<file path="config.mk">
export PLATFORM = sky130hd
export DESIGN_NAME = watchdog_counter
export DESIGN_NICKNAME = d
export VERILOG_FILES = /design/src/core/watchdog_pkg.sv /design/src/core/watchdog_core.sv /design/src/core/watchdog_rstgen.sv /design/src/core/watchdog_counter.sv
export VERILOG_INCLUDE_DIRS = /design/src /design/src/core
export SDC_FILE = /design/constraint.sdc
export NUM_CORES = 1
export LEC_CHECK = 0
export ABC_AREA = 1
export BUFFER_PORTS_ARGS = -buffer_cell sky130_fd_sc_hd__clkbuf_2
export CAP_MARGIN = 30
export CORE_ASPECT_RATIO = 1.75
export CORE_UTILIZATION = 40
export DETAILED_ROUTE_END_ITERATION = 8
export PLACE_DENSITY = 0.66
export SLEW_MARGIN = 40
export SYNTH_ARGS = -nofsm -noshare
export SYNTH_HDL_FRONTEND = slang
export SYNTH_HIERARCHICAL = 1
export SYNTH_SLANG_ARGS = --single-unit
</file>
<file path="constraint.sdc">
create_clock -name clk_i -period 4.6 [get_ports clk_i]
set_clock_uncertainty 0.1 [all_clocks]
set_input_delay 0.92 -clock clk_i [delete_from_list [all_inputs] [get_ports clk_i]]
set_output_delay 0.92 -clock clk_i [all_outputs]
set_load 0.05 [all_outputs]
</file>
<file path="src/core/watchdog_consts.svh">
`ifndef WATCHDOG_CONSTS_SVH
`define WATCHDOG_CONSTS_SVH
// What this block does
// 6-bit counter behind 12-bit prescaler
// overflow after 2^13 or 2^18 minus 8
// write to clear address restarts timeout
// clear address reads reset vector low byte
// overflow holds reset low 32 cycles, flags
// monitor mode with high voltage disables
// break with high voltage on reset disables
// stop instruction clears the prescaler
// stop mode freezes prescaler and counter
// prescaler cleared 4096 cycles after power-up
// internal reset clears prescaler and counter
// reset vector fetch clears the prescaler
// disable bit keeps watchdog from resetting
// rate select bit drives long timeout
// interrupt from enabled status flags, besides reset
// keeps counting in wait mode
// stop honoured only when stop enabled
// software clears around stop mode
// overflow request is a single pulse
// register byte addresses
`define WD_CLEAR_ADDR    32'h0000FFFF
`define WD_VECTOR_ADDR   32'h0000FFFC
`define WD_OPTION_ADDR   32'h00000010
`define WD_STATUS_ADDR   32'h00000014
`define WD_IRQ_CLR_ADDR  32'h00000018
`define WD_IRQ_EN_ADDR   32'h0000001C
// option register fields
`define WD_OPT_DISABLE   0
`define WD_OPT_RATE      1
`define WD_OPT_STOP_EN   2
// status fields
`define WD_ST_OVF        0
`define WD_ST_POR        1
// reset values and timing
`define WD_OPTION_RST    8'h00
`define WD_RST_VEC_LOW   8'h00
`define WD_PRE_BITS      12
`define WD_CNT_BITS      6
`define WD_SHORT_TAP     7
`define WD_LONG_TAP      12
`define WD_CLR_MASK      12'h007
`define WD_RST_HOLD      32
`define WD_POR_DELAY     4096
`endif

</file>
<file path="src/core/watchdog_pkg.sv">
package watchdog_pkg;
  typedef enum logic [1:0] {
    RG_IDLE = 2'b00,
    RG_HOLD = 2'b01
  } rstgen_e;
endpackage

</file>
<file path="src/core/watchdog_core.sv">
`include "watchdog_consts.svh"
module watchdog_core (
  // clock and reset
  input  wire logic       clk_i,
  input  wire logic       rst_i,
  // controls
  input  wire logic       run_i,
  input  wire logic       clr_pre_i,
  input  wire logic       clr_cnt_i,
  input  wire logic       clr_all_i,
  input  wire logic       long_i,
  // overflow pulse
  output logic            ovf_o
);
  logic [`WD_PRE_BITS-1:0] pre_r, pre_nxt;
  logic [`WD_CNT_BITS-1:0] cnt_r, cnt_nxt;
  logic                    tick_r, tick_nxt, ovf_r, ovf_nxt;
  logic [`WD_PRE_BITS-1:0] pre_inc;
  // falling edge of the selected prescaler tap (bit 6 or bit 11) enables the counter
  always_comb begin
    pre_inc  = pre_r + 12'h001;
    pre_nxt  = pre_r;
    cnt_nxt  = cnt_r;
    tick_nxt = tick_r;
    ovf_nxt  = 1'b0;
    if (clr_all_i) begin
      pre_nxt  = '0;
      cnt_nxt  = '0;
      tick_nxt = 1'b0;
    end else if (clr_pre_i) begin
      pre_nxt  = pre_r & `WD_CLR_MASK;
      // forget the old tap level so the masked prescaler gives no false step
      tick_nxt = 1'b0;
      if (clr_cnt_i) cnt_nxt = '0;
    end else if (run_i) begin
      pre_nxt  = pre_inc;
      tick_nxt = long_i ? pre_r[`WD_LONG_TAP-1] : pre_r[`WD_SHORT_TAP-1];
      if (tick_r && !(long_i ? pre_inc[`WD_LONG_TAP-1] : pre_inc[`WD_SHORT_TAP-1]) &&
          (long_i ? pre_r[`WD_LONG_TAP-1] : pre_r[`WD_SHORT_TAP-1]) == 1'b0) begin
        cnt_nxt = cnt_r + 6'h01;
        if (&cnt_r) ovf_nxt = 1'b1;
      end
    end
  end
  // registers
  always_ff @(posedge clk_i) begin
    if (rst_i) begin
      pre_r  <= '0;
      cnt_r  <= '0;
      tick_r <= 1'b0;
      ovf_r  <= 1'b0;
    end else begin
      pre_r  <= pre_nxt;
      cnt_r  <= cnt_nxt;
      tick_r <= tick_nxt;
      ovf_r  <= ovf_nxt;
    end
  end
  assign ovf_o = ovf_r;
endmodule

</file>
<file path="src/core/watchdog_rstgen.sv">
`include "watchdog_consts.svh"
module watchdog_rstgen (
  // clock and reset
  input  wire logic clk_i,
  input  wire logic rst_i,
  // request and pin
  input  wire logic req_i,
  output logic      pin_n_o,
  output logic      busy_o
);
  watchdog_pkg::rstgen_e st_r, st_nxt;
  logic [5:0] cnt_r, cnt_nxt;
  // holds the reset pin low for a fixed count
  always_comb begin
    st_nxt  = st_r;
    cnt_nxt = cnt_r;
    unique case (st_r)
      watchdog_pkg::RG_IDLE: if (req_i) begin
        st_nxt  = watchdog_pkg::RG_HOLD;
        cnt_nxt = 6'h00;
      end
      watchdog_pkg::RG_HOLD: begin
        cnt_nxt = cnt_r + 6'h01;
        if (cnt_r == 6'(`WD_RST_HOLD - 1)) st_nxt = watchdog_pkg::RG_IDLE;
      end
      default: st_nxt = watchdog_pkg::RG_IDLE;
    endcase
  end
  // registers
  always_ff @(posedge clk_i) begin
    if (rst_i) begin
      st_r  <= watchdog_pkg::RG_IDLE;
      cnt_r <= 6'h00;
    end else begin
      st_r  <= st_nxt;
      cnt_r <= cnt_nxt;
    end
  end
  assign pin_n_o = (st_r != watchdog_pkg::RG_HOLD);
  assign busy_o  = (st_r == watchdog_pkg::RG_HOLD);
endmodule

</file>
<file path="src/core/watchdog_counter.sv">
`include "watchdog_consts.svh"
module watchdog_counter (
  // clock and reset
  input  wire logic        clk_i,
  input  wire logic        rst_i,
  // wishbone slave
  input  wire logic        cyc_i,
  input  wire logic        stb_i,
  input  wire logic        we_i,
  input  wire logic [31:0] adr_i,
  input  wire logic [3:0]  sel_i,
  input  wire logic [31:0] dat_i,
  output logic [31:0]      dat_o,
  output logic             ack_o,
  // cpu events
  input  wire logic        stop_exec_i,
  input  wire logic        wait_mode_i,
  input  wire logic        monitor_mode_i,
  input  wire logic        break_state_i,
  input  wire logic        irq_high_test_voltage_i,
  input  wire logic        rst_high_test_voltage_i,
  // system
  output logic             reset_pin_n_o,
  output logic             watchdog_irq_o
);
  logic [2:0]  option_r, option_nxt;
  logic [1:0]  status_r, status_nxt, irq_en_r, irq_en_nxt;
  logic [31:0] dat_r, dat_nxt;
  logic        ack_r, ack_nxt, stop_r, stop_nxt, irq_r, irq_nxt;
  logic [12:0] por_r, por_nxt;
  logic        por_clr_r, por_clr_nxt, vec_clr_r, vec_clr_nxt;
  logic        acc, wr, rd, clr_wr, inhibit, run, ovf, pin_n, busy;
  logic        pin_r, busy_q;
  logic        long_sel, dis_sel;
  // bus decode
  assign acc      = cyc_i && stb_i && !ack_r;
  assign wr       = acc && we_i;
  assign rd       = acc && !we_i;
  assign clr_wr   = wr && adr_i == `WD_CLEAR_ADDR;
  assign dis_sel  = option_r[`WD_OPT_DISABLE];
  assign long_sel = option_r[`WD_OPT_RATE];
  // test voltage inhibits
  assign inhibit  = (monitor_mode_i && (irq_high_test_voltage_i || rst_high_test_voltage_i))
                 || (break_state_i && rst_high_test_voltage_i);
  // oscillator gated off in stop, kept in wait
  assign run      = !stop_r && !inhibit && !dis_sel;
  watchdog_core u_core (
    .clk_i     (clk_i),
    .rst_i     (rst_i),
    .run_i     (run),
    .clr_pre_i (stop_exec_i && option_r[`WD_OPT_STOP_EN] || clr_wr || por_clr_r || vec_clr_r),
    .clr_cnt_i (clr_wr),
    .clr_all_i (busy_q),
    .long_i    (long_sel),
    .ovf_o     (ovf)
  );
  watchdog_rstgen u_rstgen (
    .clk_i   (clk_i),
    .rst_i   (rst_i),
    .req_i   (ovf && !dis_sel),
    .pin_n_o (pin_n),
    .busy_o  (busy)
  );
  // bus, option, status and event state
  always_comb begin
    option_nxt  = option_r;
    status_nxt  = status_r;
    irq_en_nxt  = irq_en_r;
    ack_nxt     = acc;
    dat_nxt     = 32'h00000000;
    stop_nxt    = stop_r;
    por_nxt     = por_r;
    por_clr_nxt = 1'b0;
    vec_clr_nxt = 1'b0;
    if (stop_exec_i && option_r[`WD_OPT_STOP_EN]) stop_nxt = 1'b1;
    if (!wait_mode_i && !stop_exec_i && acc) stop_nxt = 1'b0;
    if (por_r != 13'(`WD_POR_DELAY)) begin
      por_nxt = por_r + 13'h0001;
      if (por_r == 13'(`WD_POR_DELAY - 1)) por_clr_nxt = 1'b1;
    end
    if (rd && adr_i == `WD_VECTOR_ADDR) vec_clr_nxt = 1'b1;
    if (wr && adr_i == `WD_OPTION_ADDR && sel_i[0]) option_nxt = dat_i[2:0];
    if (wr && adr_i == `WD_IRQ_EN_ADDR && sel_i[0]) irq_en_nxt = dat_i[1:0];
    if (wr && adr_i == `WD_IRQ_CLR_ADDR && sel_i[0]) status_nxt = status_r & ~dat_i[1:0];
    if (ovf && !dis_sel) status_nxt[`WD_ST_OVF] = 1'b1;
    if (por_clr_r) status_nxt[`WD_ST_POR] = 1'b1;
    if (rd) begin
      unique case (adr_i)
        `WD_CLEAR_ADDR:  dat_nxt = {24'h000000, `WD_RST_VEC_LOW};
        `WD_OPTION_ADDR: dat_nxt = {29'h00000000, option_r};
        `WD_STATUS_ADDR: dat_nxt = {30'h00000000, status_r};
        `WD_IRQ_EN_ADDR: dat_nxt = {30'h00000000, irq_en_r};
        default:         dat_nxt = 32'h00000000;
      endcase
    end
    irq_nxt = |(status_nxt & irq_en_nxt);
  end
  // registers
  always_ff @(posedge clk_i) begin
    if (rst_i) begin
      option_r  <= 3'(`WD_OPTION_RST);
      status_r  <= 2'h0;
      irq_en_r  <= 2'h0;
      dat_r     <= 32'h00000000;
      ack_r     <= 1'b0;
      stop_r    <= 1'b0;
      irq_r     <= 1'b0;
      por_r     <= 13'h0000;
      por_clr_r <= 1'b0;
      vec_clr_r <= 1'b0;
      pin_r     <= 1'b1;
      busy_q    <= 1'b0;
    end else begin
      option_r  <= option_nxt;
      status_r  <= status_nxt;
      irq_en_r  <= irq_en_nxt;
      dat_r     <= dat_nxt;
      ack_r     <= ack_nxt;
      stop_r    <= stop_nxt;
      irq_r     <= irq_nxt;
      por_r     <= por_nxt;
      por_clr_r <= por_clr_nxt;
      vec_clr_r <= vec_clr_nxt;
      pin_r     <= pin_n;
      busy_q    <= busy;
    end
  end
  assign dat_o          = dat_r;
  assign ack_o          = ack_r;
  assign reset_pin_n_o  = pin_r;
  assign watchdog_irq_o = irq_r;
endmodule

</file>
; Word-level counts from Yosys, hierarchy flattened
; Cells that the tools add are included.
[word_totals]
wordCells = 116
reg_bits = 87
input_bits = 79
[op_classes]
n_bitwise = 9
n_eq_ne = 14
addsub = 4
mux = 19
reduce_logical = 51
[op_table]
columns = cell, count
row1 = == test 32 x 5 -> 1 bit (second input constant), 4
row2 = == test 32 x 16 -> 1 bit (second input constant), 2
row3 = 2-to-1 mux 6 bit, 5
row4 = logical AND 1 bit, 22
row5 = adder 13 x 1 -> 13 bit (second input constant), 1
row6 = == test 13 x 12 -> 1 bit (second input constant), 1
row7 = inequality test 13 bit (second input constant), 1
row8 = adder 12 x 1 -> 12 bit (second input constant), 1
row9 = adder 6 x 1 -> 6 bit (second input constant), 2
row10 = one-hot mux 6 bit (2 select lines), 1
row11 = OR reduction 2 bit, 5
row12 = one-hot mux 3 bit (3 select lines), 1
row13 = zero test 1 bit, 8
row14 = 2-to-1 mux 2 bit, 4
row15 = 2-to-1 mux 1 bit, 7
row16 = == test 6 x 5 -> 1 bit (second input constant), 1
row17 = inequality test 2 x 1 -> 1 bit (second input constant), 3
row18 = NOT 1 bit, 6
row19 = AND reduction 2 bit, 3
row20 = AND reduction 6 bit, 1
row21 = nonzero test 2 bit, 3
row22 = logical OR 1 bit, 5
row23 = OR reduction 5 bit, 1
row24 = AND 2 bit, 2
row25 = 7 further kinds, 7

; Logic depth before layout (Yosys ltp)
; Gate-level depths: netlist of run 1.
[depth]
word_depth = 9
depth_mapped = 18

; By module
; Netlist of run 1, hierarchy kept.
[modules_own_cells]
columns = module, seq_area_each_um2, instances, area_per_inst_um2, cells_per_inst
row1 = watchdog_counter, 600.6, 1, 1854.3, 254
row2 = watchdog_core, 400.4, 1, 1063.5, 158
row3 = watchdog_rstgen, 140.1, 1, 317.8, 45

; Worst setup path after synthesis of run 1
; Ideal clock, no wire load.
[synth_timing]
path_kind = in2reg
from = input irq_high_test_voltage_i
to = register u_core.cnt_r[2]
n_path_buf = 2
setup_slack_ps = 1338
arrival_time_ps = 3047
required_ps = 4385
stages = 14
path_cell_list = o21a_1 -> a2111oi_0 -> inv_2 -> or2_1 -> buf_6 -> clkinv_2 -> nand2_2 -> nor2_2 -> nand2_1 -> inv_2 -> nand2_2 -> buf_6 -> a21oi_1 -> nor2_1
[synth_between]
elab_chain_cells = 8
[synth_lines]
columns = item, line
row1 = start: declaration, watchdog_counter.sv:20  ; input wire logic irq_high_test_voltage_i,
row2 = logical OR 1 bit, watchdog_counter.sv:43  ; assign inhibit = (monitor_mode_i && (irq_high_test_voltage_i || rst_high_test_voltage_i))
row3 = logical AND 1 bit, watchdog_counter.sv:43
row4 = logical OR 1 bit, watchdog_counter.sv:44  ; || (break_state_i && rst_high_test_voltage_i);
row5 = zero test 1 bit, watchdog_counter.sv:46  ; assign run = !stop_r && !inhibit && !dis_sel;
row6 = logical AND 1 bit (2 in series), watchdog_counter.sv:46
row7 = via run, watchdog_counter.sv:32  ; logic acc, wr, rd, clr_wr, inhibit, run, ovf, pin_n, busy;
row8 = nonzero test 2 bit (no source line), --
row9 = AND reduction 3 bit (no source line), --
row10 = end signal: assignment, watchdog_core.sv:54  ; cnt_r <= cnt_nxt;
row11 = end: declaration, watchdog_core.sv:16  ; logic [`WD_CNT_BITS-1:0] cnt_r, cnt_nxt;
; The timed path passes the listed nets, and every way through them passes these cells.
; A chain may end at the register's enable or synchronous reset.

; Worst setup path after layout of run 1
[layout_timing]
from = input adr_i[2]
to = register u_core.cnt_r[2]
[layout_between]
elab_chain_cells = 7
word_cells_on_any_way = 10
[layout_lines]
columns = item, line
row1 = start: declaration, watchdog_counter.sv:10  ; input wire logic [31:0] adr_i,
row2 = == test 32 x 16 -> 1 bit (no source line) *, --
row3 = logical AND 1 bit (no source line) *, --
row4 = logical OR 1 bit (3 in series), watchdog_counter.sv:51  ; .clr_pre_i (stop_exec_i && option_r[`WD_OPT_STOP_EN] || clr_wr || por_clr_r || vec_clr_r),
row5 = inequality test 2 bit (no source line) / nonzero test 2 bit (equally long branches), --
row6 = AND reduction 3 bit (no source line), --
; Mark *: on every way between the ends. The rest lies on a longest branch, timed or not.

==> results.toml, run 1 <==
[critical_path]
setup.worst_path.end_class = "flop"
required_ns = 4.71
cpPeakStageDelay_ns = 0.23
timing.rr.end = "u_core/cnt_r[2]$_SDFFE_PP0P_"
timing.rr.start = "ack_o$_SDFF_PP0_"
start_kind = "input pin"
rrSetupSlack_ns = 2.22
crit_type = "in2reg"
cp_cell_sequence = "clkbuf_2, inv_1, nor3_1, nand4_1, o211ai_1, buf_4, or2_1, clkinv_2, nand2_2, nor2_2, nand2_1, inv_2, nand2_2, nand3_1, nand2_1, nor2_1"
slowest_stage = "or2_1"
cp_max_fo = 12
r2r_cells = 15
worstPathArrival_ns = 2.92

[finish]
area_growth_pct = 16.6
layout_common_cells = "nand2_1, nor2_1, dfxtp_1"
stdcell_area_um2 = 3770
nets = 599
drive_gt1_share_pct = 20.8
diodes = 0
fillCellCount = 806
final_common_cell = "nand2_1"

[sta]
period_needed_ns = 2.81
rsz0062_at_grt = "false"
setup_slack_ns = 1.79
maxSlewViolCount = 0
hold_viol = 0
slew_headroom_pct = 54.1
tightestPinTransition_ns = 0.686
setup_viol = 0
max_freq_mhz = 356
min_period_over_period_pct = 61.0
fin_tns_setup_ns = 0

[hold_path]
hold_class = "reg2reg"
holdPathStages = 2
hold_end = "status_r[1]$_SDFF_PP0_"
hold_path.startpoint = "por_clr_r$_SDFF_PP0_"

[clock_tree]
cts_buffers = 9
cts.htree.levels = 3
clockBufferDepth = 2
cts_resized = 0
worstSkewPairLatency_ns = 0.32
clk_pin_slew_worst_paths_ns = 0.05
clkSinkCount = 57
post_cts_buffers = 0
cts_tree = "built"
cts_root_buf = "clkbuf_16"
hold_buffers = 0

[die]
fp-row-count = 43
start_util_pct = 41.2
die_w_um = 70.0
core_um2 = 7860
die_y_um = 121
io_pins = 114
die_area_um2 = 8470

[route]
num_vias = 2981
wl_per_cell_um = 11.3
viasPerCell = 4.89
first_pass_iters = 6
ant_nets = 0
drcViolationCount = 0
initialDrtViolationCount = 108
totalWireLength_mm = 6.88

[logic_synthesis]
synth_flop_cell = "dfxtp_1"
synth_cells = 457
async_flop_share_pct = 0
yosys_warnings = 6
ys_seq_area_share_pct = 35.3
syn_avg_cell_area_um2 = 7.08
yosysUniqueCellTypes = 38
ys_seq_elements = 57
synth-edff-count = 0
synth_area_um2 = 3240

[global_route]
grt_pass1_vias = 2782
overflow = 0
grt_pass1_wl_mm = 11.8
antenna_found_initial = 0
grt_usage_pct = 17.5
grt_max_degree = 22

[power_and_ir_drop]
p_per_area_nw_per_um2 = 349
irDropWorstVdd_v = 0.000229
leakagePower_nw = 1.68

[outcome]
outcome = "finished clean"

[job]
cap_violations = 0

[placement]
post-dp-hpwl_mm = 5.56
routabilityCongestion = 0.842
place_area_um2 = 3460
place.port_buffers = 52
pre_cts_slack_ns = 1.48
==> registers in the layout (all words and copies together) (netlist names) <==
| register | flops |
|---|---|
| ack_o | 1 |
| busy_q | 1 |
| dat_o | 3 |
| irq_en_r | 2 |
| option_r | 3 |
| por_clr_r | 1 |
| por_r | 13 |
| reset_pin_n_o | 1 |
| status_r | 2 |
| stop_r | 1 |
| u_core/cnt_r | 6 |
| u_core/ovf_o | 1 |
| u_core/pre_r | 12 |
| u_core/tick_r | 1 |
| u_rstgen/cnt_r | 6 |
| u_rstgen/st_r | 1 |
| vec_clr_r | 1 |
| watchdog_irq_o | 1 |
==> cell families after synthesis <==
logic type               Yosys count  share of synthesized area, %
AND/OR/NAND/NOR                  248                          38.1
buffers and inverters             83                          13.8
AO/OA/AOI/OAI                     60                          10.0
flip-flops                        57                          35.3
adder cells (fa/ha/maj)            5                          1.93
XOR/XNOR                           3                         0.812
other                              1                         0.116
==> layer usage <==
metal,GRT usage [%],wire length (um),up-vias
li1,-,-,1561
met1,16.7,2590,1349
met2,34.0,3850,55
met3,4.07,259,16
met4,8.75,189,0
met5,0,0,-
==> power breakdown <==
part / total, W / internal, W / switching [W]
Combinational: 0.000138 / 0.0000355 / 0.000102
Sequential: 0.000512 / 0.000504 / 0.00000796
Clock: 0.000667 / 0.000461 / 0.000205
Total: 0.00132 / 0.00100 / 0.000316
==> worst max-delay path by stage <==
stage	from	to	slack, ns	cells after the start
global placement	adr_i[2]	u_core/cnt_r[3]$_SDFFE_PP0P_	1.56	16
finish	adr_i[2]	u_core/cnt_r[2]$_SDFFE_PP0P_	1.79	16
global route	adr_i[2]	u_core/cnt_r[2]$_SDFFE_PP0P_	1.54	16
detailed placement	adr_i[2]	u_core/cnt_r[2]$_SDFFE_PP0P_	1.48	16
floorplan	irq_high_test_voltage_i	u_core/cnt_r[2]$_SDFFE_PP0P_	1.34	14
CTS	adr_i[2]	u_core/cnt_r[2]$_SDFFE_PP0P_	1.81	16
==> cells in the mapped netlist (4+ instances only) <==
library cell,number,area [um^2]
nand2_1,79,297
nor2_1,62,233
dfxtp_1,57,1140
inv_1,43,161
a21oi_1,33,165
nand3_1,33,165
buf_4,29,218
nor3_1,16,80.1
o21ai_0,14,70.1
nand4_1,13,81.3
nor2_2,11,68.8
nand2_2,7,43.8
nor2_4,6,67.6
ha_1,5,62.6
nor4_1,5,31.3
inv_2,4,15.0
nor3b_1,4,30.0
==> critical path: cells and delay by family <==
family,cells,cell delay [ns]
AO/OA/AOI/OAI,1,0.22
buffers and inverters,5,0.64
AND/OR/NAND/NOR,10,1.13
==> area by class of cell <==
cell class	instances	area (um^2)	share of cell area (%)
tap	90	113	2.98
timing repair buffer	54	275	7.29
multi-input combinational	345	1750	46.5
clock buffer	14	274	7.26
sequential	57	1140	30.2
inverter	48	181	4.81
clock inverter	2	35.0	0.928
==> stage by stage <==
stage | cells | utilization, % | hold WS, ns | total power [W]
2_1_floorplan | 485 | - | 0.339 | 0.000644
3_3_place_gp | 594 | 44.1 | 0.348 | 0.000657
3_5_place_dp | 594 | 44.1 | 0.360 | 0.000660
4_1_cts | 610 | 48.0 | 0.374 | 0.00133
5_1_grt | 610 | 48.0 | 0.407 | 0.00137
6_report | 610 | 48.0 | 0.375 | 0.00132
Power figures use the tool's default switching activity.
==> run 2, diff against run 1 <==
==> constraint.sdc (replaced) <==
create_clock -name clk_i -period 2.6 [get_ports clk_i]
set_clock_uncertainty 0.1 [all_clocks]
set_input_delay 0.52 -clock clk_i [delete_from_list [all_inputs] [get_ports clk_i]]
set_output_delay 0.52 -clock clk_i [all_outputs]
set_load 0.05 [all_outputs]
==> results.toml, run 2 (synthesis results as in run 1) <==
[clock_tree]
cts_tree = "built"
cts.htree.levels = 3
cts_buffers = 9
post_cts_buffers = 0
cts_root_buf = "clkbuf_16"
clockBufferDepth = 2
cts_resized = 0
hold_buffers = 0
worstSkewPairLatency_ns = 0.32
clkSinkCount = 57
clk_pin_slew_worst_paths_ns = 0.05

[global_route]
grt_usage_pct = 17.5
grt_max_degree = 21
antenna_found_initial = 0
grt_pass1_vias = 2795
grt_pass1_wl_mm = 11.7
overflow = 0

[sta]
fin_tns_setup_ns = 0
setup_viol = 0
rsz0062_at_grt = "false"
whs_ns = 0.352
hold_viol = 0
maxSlewViolCount = 0
min_period_over_period_pct = 85.3
max_freq_mhz = 451
period_needed_ns = 2.22

[die]
die_area_um2 = 8470
core_um2 = 7860
die_y_um = 121
fp-row-count = 43
io_pins = 114
start_util_pct = 41.2
die_w_um = 70.0

[job]
cap_violations = 0

[placement]
routabilityCongestion = 0.832
post-dp-hpwl_mm = 5.59
place.port_buffers = 52

[critical_path]
required_ns = 2.71
start_kind = "flop"
worstPathArrival_ns = 2.33
r2r_cells = 14
cp_max_fo = 12
crit_type = "reg2reg"
setup.worst_path.end_class = "flop"

[power_and_ir_drop]
p_per_area_nw_per_um2 = 598
leakagePower_nw = 1.70
irDropWorstVdd_v = 0.000453

[route]
ant_nets = 0
num_vias = 2963
viasPerCell = 4.82
initialDrtViolationCount = 93
drcViolationCount = 0
wl_per_cell_um = 11.4
first_pass_iters = 4
totalWireLength_mm = 7.04

[finish]
layout_common_cells = "nand2_1, nor2_1, dfxtp_1"
largest_reg_flops = 13
area_growth_pct = 17.5
largest_registers = "por_r: 13 flops, u_core/pre_r: 12 flops"
final_common_cell = "nand2_1"
largest_register = "por_r"
drive_gt1_share_pct = 22.1
nets = 605
diodes = 0

[outcome]
outcome = "finished clean"

[hold_path]
holdPathStages = 3
hold_class = "in2reg"
-- run 2: path summary, 6_finish.rpt --
kind | start | end | slack [ns]
min | dat_i[2] | option_r[2]$_SDFFE_PP0P_ | 0.35
min reg2reg | por_r[12]$_SDFFE_PP0N_ | por_r[12]$_SDFFE_PP0N_ | 0.37
max reg2reg | ack_o$_SDFF_PP0_ | u_core/cnt_r[2]$_SDFFE_PP0P_ | 0.38
max | ack_o$_SDFF_PP0_ | u_core/cnt_r[2]$_SDFFE_PP0P_ | 0.38
-- run 2: metrics by stage --
| step | total power [W] | setup WS, ns | area, um^2 | utilization, % | cells |
|---|---|---|---|---|---|
| 3_5_place_dp | 0.00118 | 0.0937 | 3520 | 44.8 | 600 |
| 3_3_place_gp | 0.00117 | 0.148 | 3520 | 44.8 | 600 |
| 4_1_cts | 0.00230 | 0.383 | 3800 | 48.4 | 615 |
| 5_1_grt | 0.00236 | 0.165 | 3800 | 48.4 | 615 |
| 6_report | 0.00227 | 0.382 | 3800 | 48.4 | 615 |
| 2_1_floorplan | 0.00114 | 0.193 | 3350 | - | 485 |
-- run 2: cell type report --
| cell class | count | area, um^2 |
|---|---|---|
| clock inverters | 6 | 60.1 |
| flip-flops and latches | 57 | 1140 |
| inverters | 48 | 181 |
| multi-input cells | 345 | 1760 |
| repair buffers | 60 | 320 |
| clock buffers | 9 | 225 |
| well taps | 90 | 113 |
| fillers | 806 | 4050 |
-- run 2: critical path, cell delays in order, from the launching register on --
cell and delay [ns]:
dfxtp_1 0.31, nand3b_4 0.18, nor2_4 0.15, nand4_1 0.19, o211ai_1 0.30, or2_1 0.19
clkinv_2 0.08, nand2_2 0.06, nor2_2 0.03, nand2_1 0.08, inv_2 0.04, nand2_2 0.18
nand3_1 0.10, nand2_1 0.07, nor2_1 0.04
-- run 2: report_power, final --
group	switching, W	total [W]	leakage, nW	internal, W
sequential	0.0000147	0.000907	0.461	0.000892
combinational	0.000184	0.000253	1.10	0.0000691
clock	0.000387	0.00111	0.137	0.000728
total	0.000585	0.00227	1.70	0.00169
-- run 2: metal layers --
layer | up-vias | track usage, % | part of all wire [%]
met5 | - | 0 | 0
met1 | 1319 | 17.2 | 40
li1 | 1571 | - | -
met2 | 54 | 33.2 | 54
met3 | 19 | 3.99 | 3.5
met4 | 0 | 9.50 | 2.9
==> run 3, diff against run 2 <==
--- a/config.mk
+++ b/config.mk
@@ -7,6 +7,7 @@
 export NUM_CORES = 1
 export LEC_CHECK = 0
 export ABC_AREA = 1
+export ABC_CLOCK_PERIOD_IN_PS = 2700
 export BUFFER_PORTS_ARGS = -buffer_cell sky130_fd_sc_hd__clkbuf_2
 export CAP_MARGIN = 30
 export CORE_ASPECT_RATIO = 1.75
==> constraint.sdc (replaced) <==
create_clock -name clk_i -period 2.7 [get_ports clk_i]
set_clock_uncertainty 0.1 [all_clocks]
set_input_delay 0.54 -clock clk_i [delete_from_list [all_inputs] [get_ports clk_i]]
set_output_delay 0.54 -clock clk_i [all_outputs]
set_load 0.05 [all_outputs]
==> results.toml, run 3 (synthesis results as in run 1) <==
[placement]
place.port_buffers = 52
routabilityCongestion = 0.867
post-dp-hpwl_mm = 5.48

[route]
viasPerCell = 4.91
totalWireLength_mm = 6.87
ant_nets = 0
num_vias = 3003
initialDrtViolationCount = 131
first_pass_iters = 4
drcViolationCount = 0
wl_per_cell_um = 11.2

[sta]
maxSlewViolCount = 0
period_needed_ns = 2.26
tightestPinTransition_ns = 0.513
hold_viol = 0
max_freq_mhz = 443
slew_headroom_pct = 65.7
rsz0062_at_grt = "false"
setup_viol = 0
fin_tns_setup_ns = 0
min_period_over_period_pct = 83.7

[finish]
diodes = 0
largest_reg_flops = 13
layout_common_cells = "nand2_1, nor2_1, dfxtp_1"
final_common_cell = "nand2_1"
drive_gt1_share_pct = 21.3
area_growth_pct = 16.2
nets = 604
largest_registers = "por_r: 13 flops, u_core/pre_r: 12 flops"
largest_register = "por_r"
fin_util_pct = 47.9

[global_route]
overflow = 0
grt_usage_pct = 17.6
grt_max_degree = 21
antenna_found_initial = 0
grt_pass1_vias = 2862
grt_pass1_wl_mm = 12.0

[critical_path]
cp_max_fo = 12
required_ns = 2.81
worstPathArrival_ns = 2.37
crit_type = "in2reg"
start_kind = "input pin"
setup.worst_path.end_class = "flop"

[power_and_ir_drop]
pwr-share-comb_pct = 11.5
netSwitchingPower_w = 0.000525
leakagePower_nw = 1.68
sw_frac_of_total_pct = 25.1
p_per_area_nw_per_um2 = 557
internal_power_w = 0.00157
design_power_total_w = 0.00209
seqPwrFrac_pct = 41.8
irDropWorstVdd_v = 0.000303
power_frac_clock_pct = 46.7

[hold_path]
hold_class = "reg2reg"

[die]
io_pins = 114
die_w_um = 70.0
core_um2 = 7860
start_util_pct = 41.2
die_area_um2 = 8470
die_y_um = 121
fp-row-count = 43

[clock_tree]
clockBufferDepth = 2
cts_buffers = 9
cts.htree.levels = 3
cts_resized = 0
clkSinkCount = 57
cts_root_buf = "clkbuf_16"
clk_pin_slew_worst_paths_ns = 0.05
cts_tree = "built"
hold_buffers = 0
worstSkewPairLatency_ns = 0.32
post_cts_buffers = 0

[outcome]
outcome = "finished clean"

[job]
cap_violations = 0
## run 3: cell count changes in the layout (fill, tap and decap cells not counted), sizes merged
cell,previous run,this run
clkinvlp,2,0
bufinv,1,0
clkinv,4,2
buf,8,7
clkbuf,61,63
## run 3: layer usage
layer / GRT usage, % / part of all wire [%] / wire, um / vias to the layer above
met4: 8.25 / 2.0 / 140 / 0
met2: 33.3 / 54 / 3700 / 58
li1: - / - / - / 1562
met5: 0 / 0 / 0 / -
met3: 3.49 / 3.5 / 241 / 13
met1: 18.0 / 41 / 2790 / 1370
## run 3: final timing paths
kind	from	to	slack, ns	cells after the start
setup / recovery	irq_high_test_voltage_i	u_core/cnt_r[4]$_SDFFE_PP0P_	0.44	13
hold / removal	por_r[12]$_SDFFE_PP0N_	por_r[12]$_SDFFE_PP0N_	0.37	2
setup reg to reg	option_r[0]$_SDFFE_PP0P_	u_core/cnt_r[4]$_SDFFE_PP0P_	0.46	11
hold reg to reg	por_r[12]$_SDFFE_PP0N_	por_r[12]$_SDFFE_PP0N_	0.37	2
## run 3: worst max-delay path, cell delays in order
cell and delay [ns]:
clkbuf_2 0.08, o21a_1 0.17, a2111oi_1 0.42, inv_2 0.14, or2_1 0.31, clkinv_2 0.08
nand2_2 0.04, nor2_2 0.07, nand2_1 0.07, inv_2 0.06, nand2_2 0.14, a21oi_1 0.18
nor2_1 0.06
## run 3: layout make-up
| type | instances | area [um^2] |
|---|---|---|
| multi-input cells | 345 | 1760 |
| clock inverters | 1 | 5.00 |
| repair buffers | 59 | 313 |
| well taps | 90 | 113 |
| fillers | 807 | 4090 |
| clock buffers | 11 | 253 |
| flip-flops and latches | 57 | 1140 |
| inverters | 48 | 181 |
## run 3: stage by stage
step                setup slack, ns  area, um^2  hold WS [ns]  std cells
finish                        0.440        3760         0.366        611
global route                  0.161        3760         0.380        611
global placement              0.126        3500         0.347        599
detailed placement           0.0961        3500         0.357        599
CTS                           0.432        3760         0.364        611
floorplan                    0.0340        3340         0.339        485
## run 3: power by group through the flow
stage	sequential (W)	clock (W)	combinational (W)
floorplan	0.000888	0	0.000210
global placement	0.000889	0	0.000238
detailed placement	0.000890	0	0.000240
CTS	0.000874	0.00100	0.000241
global route	0.000875	0.00104	0.000266
finish	0.000875	0.000978	0.000241
